$ cat config.mk
export PLATFORM = sky130hd
export DESIGN_NAME = rtcs_top
export DESIGN_NICKNAME = d
export VERILOG_FILES = /design/src/hw/rtcs_pkg.sv /design/src/hw/rtcs_top.sv /design/src/hw/rtcs_sync.sv
export SDC_FILE = /design/constraint.sdc
export NUM_CORES = 1
export LEC_CHECK = 0
export ABC_AREA = 1
export BUFFER_PORTS_ARGS = -buffer_cell sky130_fd_sc_hd__buf_2
export CORE_ASPECT_RATIO = 0.6
export CORE_MARGIN = 4
export CORE_UTILIZATION = 35
export CTS_CLUSTER_SIZE = 24
export DETAILED_ROUTE_END_ITERATION = 8
export PLACE_DENSITY_LB_ADDON = 0.25
export RECOVER_POWER = 100
export SYNTH_ARGS = -nofsm -noshare
export SYNTH_HDL_FRONTEND = slang
export SYNTH_SLANG_ARGS = --single-unit
$ cat constraint.sdc
create_clock -name clk -period 2.8 [get_ports clk]
set_clock_uncertainty 0.15 [all_clocks]
set_input_delay 0.56 -clock clk [delete_from_list [all_inputs] [get_ports clk]]
set_output_delay 0.56 -clock clk [all_outputs]
set_load 0.05 [all_outputs]
$ cat src/hw/rtcs_pkg.sv
// package for the real-time counter control/status block
// assumes a single 50 MHz clock and an APB register bus
package rtcs_pkg;

    // ----------------------------------------
    // register offsets (byte addresses)
    // ----------------------------------------
    localparam logic [7:0] OFS_CTRL = 8'h00;
    localparam logic [7:0] OFS_CNT_LO = 8'h04;
    localparam logic [7:0] OFS_CNT_HI = 8'h08;
    localparam logic [7:0] OFS_MAT_LO = 8'h0C;
    localparam logic [7:0] OFS_MAT_HI = 8'h10;
    localparam logic [7:0] OFS_IRQ_STAT = 8'h14;
    localparam logic [7:0] OFS_IRQ_MASK = 8'h18;

    // ----------------------------------------
    // control field positions and reset value
    // ----------------------------------------
    localparam int BIT_RTC_RST = 7;
    localparam int BIT_CNT_EN = 6;
    localparam int BIT_WAKE = 5;
    localparam int BIT_MODE_LO = 3;
    localparam int BIT_CLR_MAT = 2;
    localparam int BIT_CNT_RSTN = 1;
    localparam int BIT_XTAL_EN = 0;
    localparam logic [7:0] CTRL_RESET = 8'h00;

    // interrupt bits: match event, counter wrap
    localparam int IRQ_MATCH = 0;
    localparam int IRQ_WRAP = 1;
    localparam int IRQ_W = 2;

    // ----------------------------------------
    // timing counts
    // ----------------------------------------
    localparam int RST_RELEASE_CYC = 2;
    localparam int START_TICKS = 64;
    localparam int CNT_W = 40;

    // control register layout
    typedef struct packed {
        logic rtcRst;
        logic cntEn;
        logic regulatorWakeOnMatch;
        logic [1:0] oscillatorModeField;
        logic clrOnMatch;
        logic cntRstN;
        logic xtalEn;
    } rtcs_ctrl_t;

    // outputs toward oscillator and regulator fsm
    typedef struct packed {
        logic matchOut;
        logic powerStateMatchOut;
        logic [1:0] oscillatorModeOut;
        logic oscillatorSelectOut;
    } rtcs_osc_t;

endpackage : rtcs_pkg

$ cat src/hw/rtcs_top.sv
// real-time counter control/status block with APB registers
// assumes realtime tick arrives asynchronous on a pin and is synchronised here
//
// The APB interface to the registers and the placing of the registers were left to the implementer.
module rtcs_top
    import rtcs_pkg::*;
#(
    parameter int StartTicks = START_TICKS
)(
    // clock and reset
    input wire logic clk,
    input wire logic nrst,
    // apb slave
    input wire logic psel,
    input wire logic penable,
    input wire logic pwrite,
    input wire logic [7:0] paddr,
    input wire logic [31:0] pwdata,
    output logic [31:0] prdata,
    output logic pready,
    output logic pslverr,
    // realtime tick pin
    input wire logic realtimeTickClock,
    // oscillator and regulator side
    output rtcs_osc_t osc,
    // interrupt
    output logic irq
);

    initial begin
        if (StartTicks < 1 || StartTicks > 255) begin
            $error("StartTicks out of range");
        end
    end

    // ----------------------------------------
    // state
    // ----------------------------------------
    typedef enum logic [1:0] {
        RUN_IDLE,
        RUN_WAIT,
        RUN_COUNT
    } rtcs_run_t;

    typedef struct packed {
        rtcs_ctrl_t ctrl;
        logic [1:0] rstCnt;
        logic blockRst;
        rtcs_run_t run;
        logic [7:0] startCnt;
        logic [CNT_W-1:0] count;
        logic [CNT_W-1:0] matchVal;
        logic tickPrev;
        logic [IRQ_W-1:0] irqStat;
        logic [IRQ_W-1:0] irqMask;
        logic [31:0] rdata;
        rtcs_osc_t osc;
    } rtcs_st_t;

    rtcs_st_t st;
    rtcs_st_t next_st;
    logic tickSync;
    logic tick;
    logic isMatch;
    logic wr;
    logic rd;
    logic addrOk;

    // ----------------------------------------
    // tick input synchroniser
    // ----------------------------------------
    rtcs_sync u_tick_sync (
        .clk(clk),
        .nrst(nrst),
        .din(realtimeTickClock),
        .dout(tickSync)
    );

    // rising edge of the synchronised tick
    assign tick = tickSync && !st.tickPrev;

    // full-width compare
    assign isMatch = (st.count == st.matchVal);

    // apb decode
    assign wr = psel && penable && pwrite;
    assign rd = psel && penable && !pwrite;
    always_comb begin
        unique case (paddr)
            OFS_CTRL, OFS_CNT_LO, OFS_CNT_HI, OFS_MAT_LO, OFS_MAT_HI,
            OFS_IRQ_STAT, OFS_IRQ_MASK: addrOk = 1'b1;
            default: addrOk = 1'b0;
        endcase
    end

    // ----------------------------------------
    // next-state logic
    // ----------------------------------------
    always_comb begin
        logic [IRQ_W-1:0] ev;
        logic [CNT_W-1:0] inc;
        ev = '0;
        inc = st.count + 40'h00_0000_0001;
        next_st = st;
        next_st.tickPrev = tickSync;

        // register writes
        if (wr) begin
            unique case (paddr)
                OFS_CTRL: next_st.ctrl = rtcs_ctrl_t'(pwdata[7:0]);
                OFS_CNT_LO: begin
                    if (!st.ctrl.cntEn) begin
                        next_st.count[31:0] = pwdata;
                    end
                end
                OFS_CNT_HI: begin
                    if (!st.ctrl.cntEn) begin
                        next_st.count[39:32] = pwdata[7:0];
                    end
                end
                OFS_MAT_LO: next_st.matchVal[31:0] = pwdata;
                OFS_MAT_HI: next_st.matchVal[39:32] = pwdata[7:0];
                OFS_IRQ_MASK: next_st.irqMask = pwdata[IRQ_W-1:0];
                default: begin
                end
            endcase
        end

        // reset bit release delayed two clocks
        if (st.ctrl.rtcRst) begin
            next_st.rstCnt = 2'(RST_RELEASE_CYC);
            next_st.blockRst = 1'b1;
        end else if (st.rstCnt != 2'h0) begin
            next_st.rstCnt = st.rstCnt - 2'h1;
            next_st.blockRst = (st.rstCnt != 2'h1);
        end else begin
            next_st.blockRst = 1'b0;
        end

        // run sequencer: prescaler start delay, then counting
        if (st.blockRst || !st.ctrl.cntEn) begin
            next_st.run = RUN_IDLE;
            next_st.startCnt = '0;
        end else begin
            unique case (st.run)
                RUN_IDLE: begin
                    next_st.run = RUN_WAIT;
                    next_st.startCnt = '0;
                end
                RUN_WAIT: begin
                    if (tick) begin
                        if (st.startCnt == 8'(StartTicks - 1)) begin
                            next_st.run = RUN_COUNT;
                            next_st.count = inc;
                        end else begin
                            next_st.startCnt = st.startCnt + 8'h01;
                        end
                    end
                end
                RUN_COUNT: begin
                    if (tick) begin
                        if (st.ctrl.clrOnMatch && isMatch && st.matchVal != '0) begin
                            next_st.count = '0;
                        end else begin
                            next_st.count = inc;
                            if (inc == '0) begin
                                ev[IRQ_WRAP] = 1'b1;
                            end
                        end
                        if (isMatch) begin
                            ev[IRQ_MATCH] = 1'b1;
                        end
                    end
                end
                default: next_st.run = RUN_IDLE;
            endcase
        end

        // counter reset bit and block reset zero the count
        if (!st.ctrl.cntRstN || st.blockRst) begin
            next_st.count = '0;
        end

        // match outputs gated by wake enable
        next_st.osc.matchOut = st.ctrl.regulatorWakeOnMatch && isMatch;
        next_st.osc.powerStateMatchOut = st.ctrl.regulatorWakeOnMatch && isMatch;
        next_st.osc.oscillatorModeOut = st.ctrl.oscillatorModeField;
        next_st.osc.oscillatorSelectOut = st.ctrl.xtalEn;

        // sticky status: write-one-to-clear, set wins
        if (wr && paddr == OFS_IRQ_STAT) begin
            next_st.irqStat = st.irqStat & ~pwdata[IRQ_W-1:0];
        end
        next_st.irqStat = next_st.irqStat | ev;

        // read data
        unique case (paddr)
            OFS_CTRL: next_st.rdata = {24'h00_0000, st.ctrl};
            OFS_CNT_LO: next_st.rdata = st.count[31:0];
            OFS_CNT_HI: next_st.rdata = {24'h00_0000, st.count[39:32]};
            OFS_MAT_LO: next_st.rdata = st.matchVal[31:0];
            OFS_MAT_HI: next_st.rdata = {24'h00_0000, st.matchVal[39:32]};
            OFS_IRQ_STAT: next_st.rdata = {30'h0000_0000, st.irqStat};
            OFS_IRQ_MASK: next_st.rdata = {30'h0000_0000, st.irqMask};
            default: next_st.rdata = 32'h0000_0000;
        endcase
    end

    // ----------------------------------------
    // state register
    // ----------------------------------------
    always_ff @(posedge clk or negedge nrst) begin
        if (!nrst) begin
            st <= '0;
            st.ctrl <= rtcs_ctrl_t'(CTRL_RESET);
            st.run <= RUN_IDLE;
        end else begin
            st <= next_st;
        end
    end

    // outputs
    assign pready = 1'b1;
    assign pslverr = psel && penable && !addrOk;
    assign prdata = rd ? next_st.rdata : 32'h0000_0000;
    assign osc = st.osc;
    assign irq = |(st.irqStat & st.irqMask);

endmodule : rtcs_top

$ cat src/hw/rtcs_sync.sv
// two-flop synchroniser for one level
// assumes clk free-running, asynchronous active-low reset
module rtcs_sync
    import rtcs_pkg::*;
(
    // clock and reset
    input wire logic clk,
    input wire logic nrst,
    // level in and out
    input wire logic din,
    output logic dout
);

    typedef struct packed {
        logic s1;
        logic s2;
    } rtcs_sync_st_t;

    rtcs_sync_st_t st;
    rtcs_sync_st_t next_st;

    // shift chain
    always_comb begin
        next_st.s1 = din;
        next_st.s2 = st.s1;
    end

    // state register
    always_ff @(posedge clk or negedge nrst) begin
        if (!nrst) begin
            st <= '0;
        end else begin
            st <= next_st;
        end
    end

    assign dout = st.s2;

endmodule : rtcs_sync

Word-level counts from Yosys, hierarchy flattened
Index checks and enable logic that the tools add are counted.

Flip-flop bits (word level): 112. Bits in latches: 0. Bits in writable memories: 0. ROM bits: 0. Input port bits: 46. Output and inout bits: 40. Logic and storage cells: 107. Memories kept: 0.

Add/sub/neg operators: 3. $mul: 0. Div/mod/pow operators: 0. Magnitude comparators: 0. Eq/ne operators: 15. Shift operators: 0. Multiplexer cells: 32. Bitwise operators: 4. Reduce and logical (&&, ||, !) cells: 31.

Operators with widths (number): one-hot mux 32 bit (7 select lines) (1); two-way mux 40 bit (5); two-way mux 32 bit (4); two-way mux 80 bit (1); one-hot mux 40 bit (2 select lines) (1); two-way mux 50 bit (1); adder 40 x 1 -> 40 bit (second input constant) (1); equality test 40 bit (1); zero test 40 bit (1); nonzero test 40 bit (1); two-way mux 8 bit (4); equality test 8 x 5 -> 1 bit (second input constant) (3); equality test 8 x 4 -> 1 bit (second input constant) (2); one-hot mux 8 bit (2 select lines) (1); two-way mux 2 bit (6); two-way mux 10 bit (1); logical AND 1 bit (9); != test 3 bit (second input constant) (3); adder 8 x 1 -> 8 bit (second input constant) (1); equality test 8 x 3 -> 1 bit (second input constant) (1); equality test 8 x 6 -> 1 bit (second input constant) (1); zero test 8 bit (1); AND reduction 2 bit (4); OR reduction 7 bit (1); other kinds (18) (30).

Logic depth before layout (Yosys ltp)
Depth after elaboration: 8. Depth in mapped cells: 17. Gate-level depth less buffers: 15.

By module
Synthesis repeated with hierarchy kept, for this count alone.

Cells, all modules: 1218. Area total of the unflattened synthesis: 7962.6 um2.

Modules (own cells, without submodules): rtcs_top (times used 1, cells an instance 1216, area each 7912.6 um2, seq. area each 2752.6 um2); rtcs_sync (times used 1, cells an instance 2, area each 50.0 um2, seq. area each 50.0 um2).

Least setup slack after synthesis
No wires, ideal clock.

Kind: input to output. From: in paddr[7]. To: out prdata[20]. Data arrival time: 2365 ps. Data required time: 2090 ps. Slack: -275 ps. Cell stages on the path: 9. Path buffers: 2. Path through: nor2_1 nand3_1 inv_1 nand4_1 inv_1 buf_2 buf_1 nand2_1 a21oi_1.

Word-level cells in the longest chain between the ends: 3. Elaborated cells between the ends (all ways): 9. Classes of those cells: eq/ne: 6; mux: 2; reduce/logical: 1.

Ends and longest elaborated chain: from (decl) (line rtcs_top.sv:17) `input wire logic [7:0] paddr,`; equality test 8 x 5 -> 1 bit (tied with other cells) (line rtcs_top.sv:197) `unique case (paddr)`; one-hot mux 32 bit (7 select lines) * (line rtcs_top.sv:197); two-way mux 32 bit * (line rtcs_top.sv:225) `assign prdata = rd ? next_st.rdata : 32'h0000_0000;`; to (decl) (line rtcs_top.sv:19) `output logic [31:0] prdata,`.

Every way passes the cells marked *; elsewhere a longest branch is shown, timed or not.

Worst setup path after layout
From: in paddr[1]. To: out prdata[9].

The elaborated chain is that of the path after synthesis.

==> results.py <==
metrics = {
    "worst_setup_path": {
        "worstPathRequired_ns": 2.09,
        "arrival_ns": 2.03,
        "cp_slowest_cell": "nor3_4",
        "end_kind": "output pin",
        "rr_endpoint": "st[40]",
        "crit_type": "input port to output pin",
        "r2r_slack_ns": 0.16,
        "cp_cell_sequence": "buf_2 > nor2_2 > nand2_1 > nor3_4 > buf_12 > nand2_1 > a21oi_2 > buf_2",
        "worstSetupEndpoint": "prdata[9]",
        "crit_cells": 8,
        "rr_startpoint": "st[82]",
        "start_kind": "input port",
        "reg2reg_depth": 13,
        "cp_max_fo": 24,
        "path_buf_inv": 3,
        "startpoint": "paddr[1]",
        "path_delay_family": "simple AND/OR/NAND/NOR gates",
        "critical_path.max_stage_delay_ns": 0.30,
    },
    "placement": {
        "place.gp.congestion": 1.01,
        "place_inst": 1598,
        "detailed_place_hpwl_um": 24000,
        "port_buffers": 84,
    },
    "die": {
        "start_util_pct": 36.1,
        "pin_count": 86,
        "dieArea_um2": 25600,
        "fp.dieH_um": 126,
        "core_um2": 22300,
        "dieWidth_um": 204,
        "std_cell_rows": 42,
    },
    "route": {
        "drtIter0Drc": 739,
        "wl_per_cell_um": 18.8,
        "drtAntennaViolNets": 0,
        "num_vias": 8473,
        "dr.pass1.iters": 5,
        "avgViaCountPerCell": 5.25,
        "wl_um": 30400,
        "drc": 0,
    },
    "outcome": {
        "status": "finished, violations left",
        "failed_checks": "capacitance limit, slew limit",
    },
    "synthesis": {
        "synth-seq-cells": 112,
        "yosys_warnings": 0,
        "synth-edff-count": 0,
        "synth-seq-area-share_pct": 34.7,
        "synthFlopType": "dfrtp_1",
        "synth_top_area_share_pct": 34.7,
        "syn_area_um2": 8070,
        "syn_avg_cell_area_um2": 6.64,
        "synth.top_cells.by_area": "dfrtp_1, nand2_1, inv_1",
        "synthCells": 1216,
        "synthDistinctLibCells": 46,
        "async_reset_ff_share_pct": 100,
        "synth_top_area_cell": "dfrtp_1",
        "syn-num-nets": 1269,
    },
    "clocking": {
        "ctsRootBufferMaster": "clkbuf_16",
        "tritoncts": "built",
        "clock_path_buffers": 2,
        "clkLatencyLatePin_ns": 0.38,
        "cts_inserted_buffers": 9,
        "clock_sinks": 112,
        "htreeDepth": 3,
        "cts-hold-fix-buffers": 0,
        "clk_pin_slew_ns": 0.07,
    },
    "cells_and_area": {
        "layout.nets": 1355,
        "fillers": 2385,
        "regArea_um2": 2800,
        "n_antenna_cell": 0,
        "post-route-util_pct": 42.9,
        "layout-drive-gt1-share_pct": 17.7,
        "synthToLayoutAreaGrowth_pct": 18.7,
        "final_cells": 1615,
        "multi_input_comb_area_um2": 4620,
    },
    "timing": {
        "worst_pin_slew_ns": 1.84,
        "slew_headroom_pct": -22.5,
        "setup_viol": 0,
        "period_minus_slack_ns": 2.74,
        "period_share_pct": 97.8,
        "rsz0062_at_grt": "true",
        "finalHoldViolCount": 0,
        "fmax_mhz": 365,
        "drv_slew": 71,
    },
    "min_path": {
        "min_path_type": "input port to register",
    },
    "global_route": {
        "grt_usage_pct": 23.8,
        "antenna_found_initial": 2,
        "grt_overflow": 0,
        "grt_pass1_vias": 7738,
        "grt_max_degree": 71,
        "grt_pass1_wl_um": 47200,
    },
    "pwr": {
        "total_power_mw": 3.31,
        "power.density_nw_per_um2": 345,
        "vdd_ir_drop_max_uv": 296,
        "leakage_nw": 4.21,
    },
    "flow_run": {
        "drv_cap": 1,
    },
}
-- report_power, final --
part / internal (mW) / leakage (nW) / switching, mW
Clock: 0.721 / 0.137 / 0.667
Sequential: 1.65 / 1.42 / 0.0263
Combinational: 0.0718 / 2.65 / 0.165
-- through the flow --
step	worst slack (ns)	cell area, µm²	hold slack, ns	setup TNS, ns
3_3_place_gp	0.00743	9170	0.187	0
4_1_cts	0.0209	9480	0.0603	0
6_report	0.0629	9580	0.142	0
3_5_place_dp	0.0225	9170	0.193	0
2_1_floorplan	-0.152	8220	0.114	-1.27
5_1_grt	-0.0181	9580	0.138	-0.0348
-- placed cells by master, fill, tap and decap left out, types with 8 or more instances in the layout --
cell,instances
nand2_2,12
nand3b_1,8
inv_2,8
nor2_1,130
inv_1,147
clkbuf_16,9
nand3_1,47
nand2_1,350
o22ai_1,10
nor2_2,14
a21oi_1,70
nand4_1,29
o211ai_1,27
nor3_1,15
clkbuf_4,12
buf_2,53
a21oi_4,8
dfrtp_1,111
xor2_1,25
buf_4,52
a21oi_2,16
o21ai_0,69
-- area by class of cell --
| class | count | share of cell area [%] |
|---|---|---|
| clock buffers | 10 | 2.50 |
| clock inverters | 6 | 0.719 |
| inverters | 156 | 6.14 |
| multi-input cells | 893 | 48.3 |
| flip-flops and latches | 112 | 29.3 |
| well taps | 308 | 4.02 |
| repair buffers | 130 | 9.08 |
-- worst min path at each step --
stage	startpoint	to	slack, ns	depth (start not counted)
2_1_floorplan	nrst	next_st[0]	0.11	0
3_3_place_gp	u_tick_sync.next_st[0]	u_tick_sync.dout	0.19	0
3_5_place_dp	u_tick_sync.next_st[0]	u_tick_sync.dout	0.19	0
4_1_cts	nrst	osc[1]	0.06	2
5_1_grt	realtimeTickClock	u_tick_sync.next_st[0]	0.14	1
6_report	realtimeTickClock	u_tick_sync.next_st[0]	0.14	1
-- flip-flops by register name, summed over array words and instances, names as in the netlist --
register	flops
u_tick_sync.dout	1
osc	4
next_st	3
u_tick_sync.next_st	1
st	103
-- cells in the mapped netlist (7+ instances only) --
| library cell | count |
|---|---|
| nand2_2 | 10 |
| nor2_2 | 8 |
| inv_1 | 149 |
| nand2_1 | 352 |
| dfrtp_1 | 112 |
| nand3_1 | 48 |
| nand4_1 | 29 |
| a221oi_1 | 7 |
| ha_1 | 7 |
| clkbuf_1 | 26 |
| buf_2 | 15 |
| nor3_1 | 16 |
| inv_2 | 7 |
| o211ai_1 | 27 |
| nand3b_1 | 8 |
| o22ai_1 | 11 |
| xor2_1 | 26 |
| a21oi_1 | 94 |
| o21ai_0 | 69 |
| nor2_1 | 136 |
-- cells by family (layout without fill, tap and decap cells) --
| kind of cell | Yosys count | after routing | synth area share, % |
|---|---|---|---|
| adder cells (fa/ha/maj) | 7 | 7 | 1.09 |
| XOR/XNOR | 32 | 32 | 3.57 |
| AND/OR/NAND/NOR | 631 | 631 | 34.3 |
| flip-flops | 112 | 112 | 34.7 |
| buffers and inverters | 211 | 302 | 10.6 |
| other | 1 | 1 | 0.0465 |
| AO/OA/AOI/OAI | 219 | 219 | 15.3 |
| multiplexers | 3 | 3 | 0.419 |
-- timing repair --
action / 4_1_cts / 5_1_grt
buffers inserted: 0 / 1
setup endpoints to repair: 0 / 33
resized for setup: 0 / 55
-- metal layers --
metal  up-vias  GRT usage, %  share of wire [%]
met5         -             0              0.043
met3        21          5.96                 10
met4         2          3.58               0.79
met2       345          29.0                 36
met1      4013          41.1                 53
li1       4092             -                  -
No activity file was read; power rests on OpenSTA's default activity.
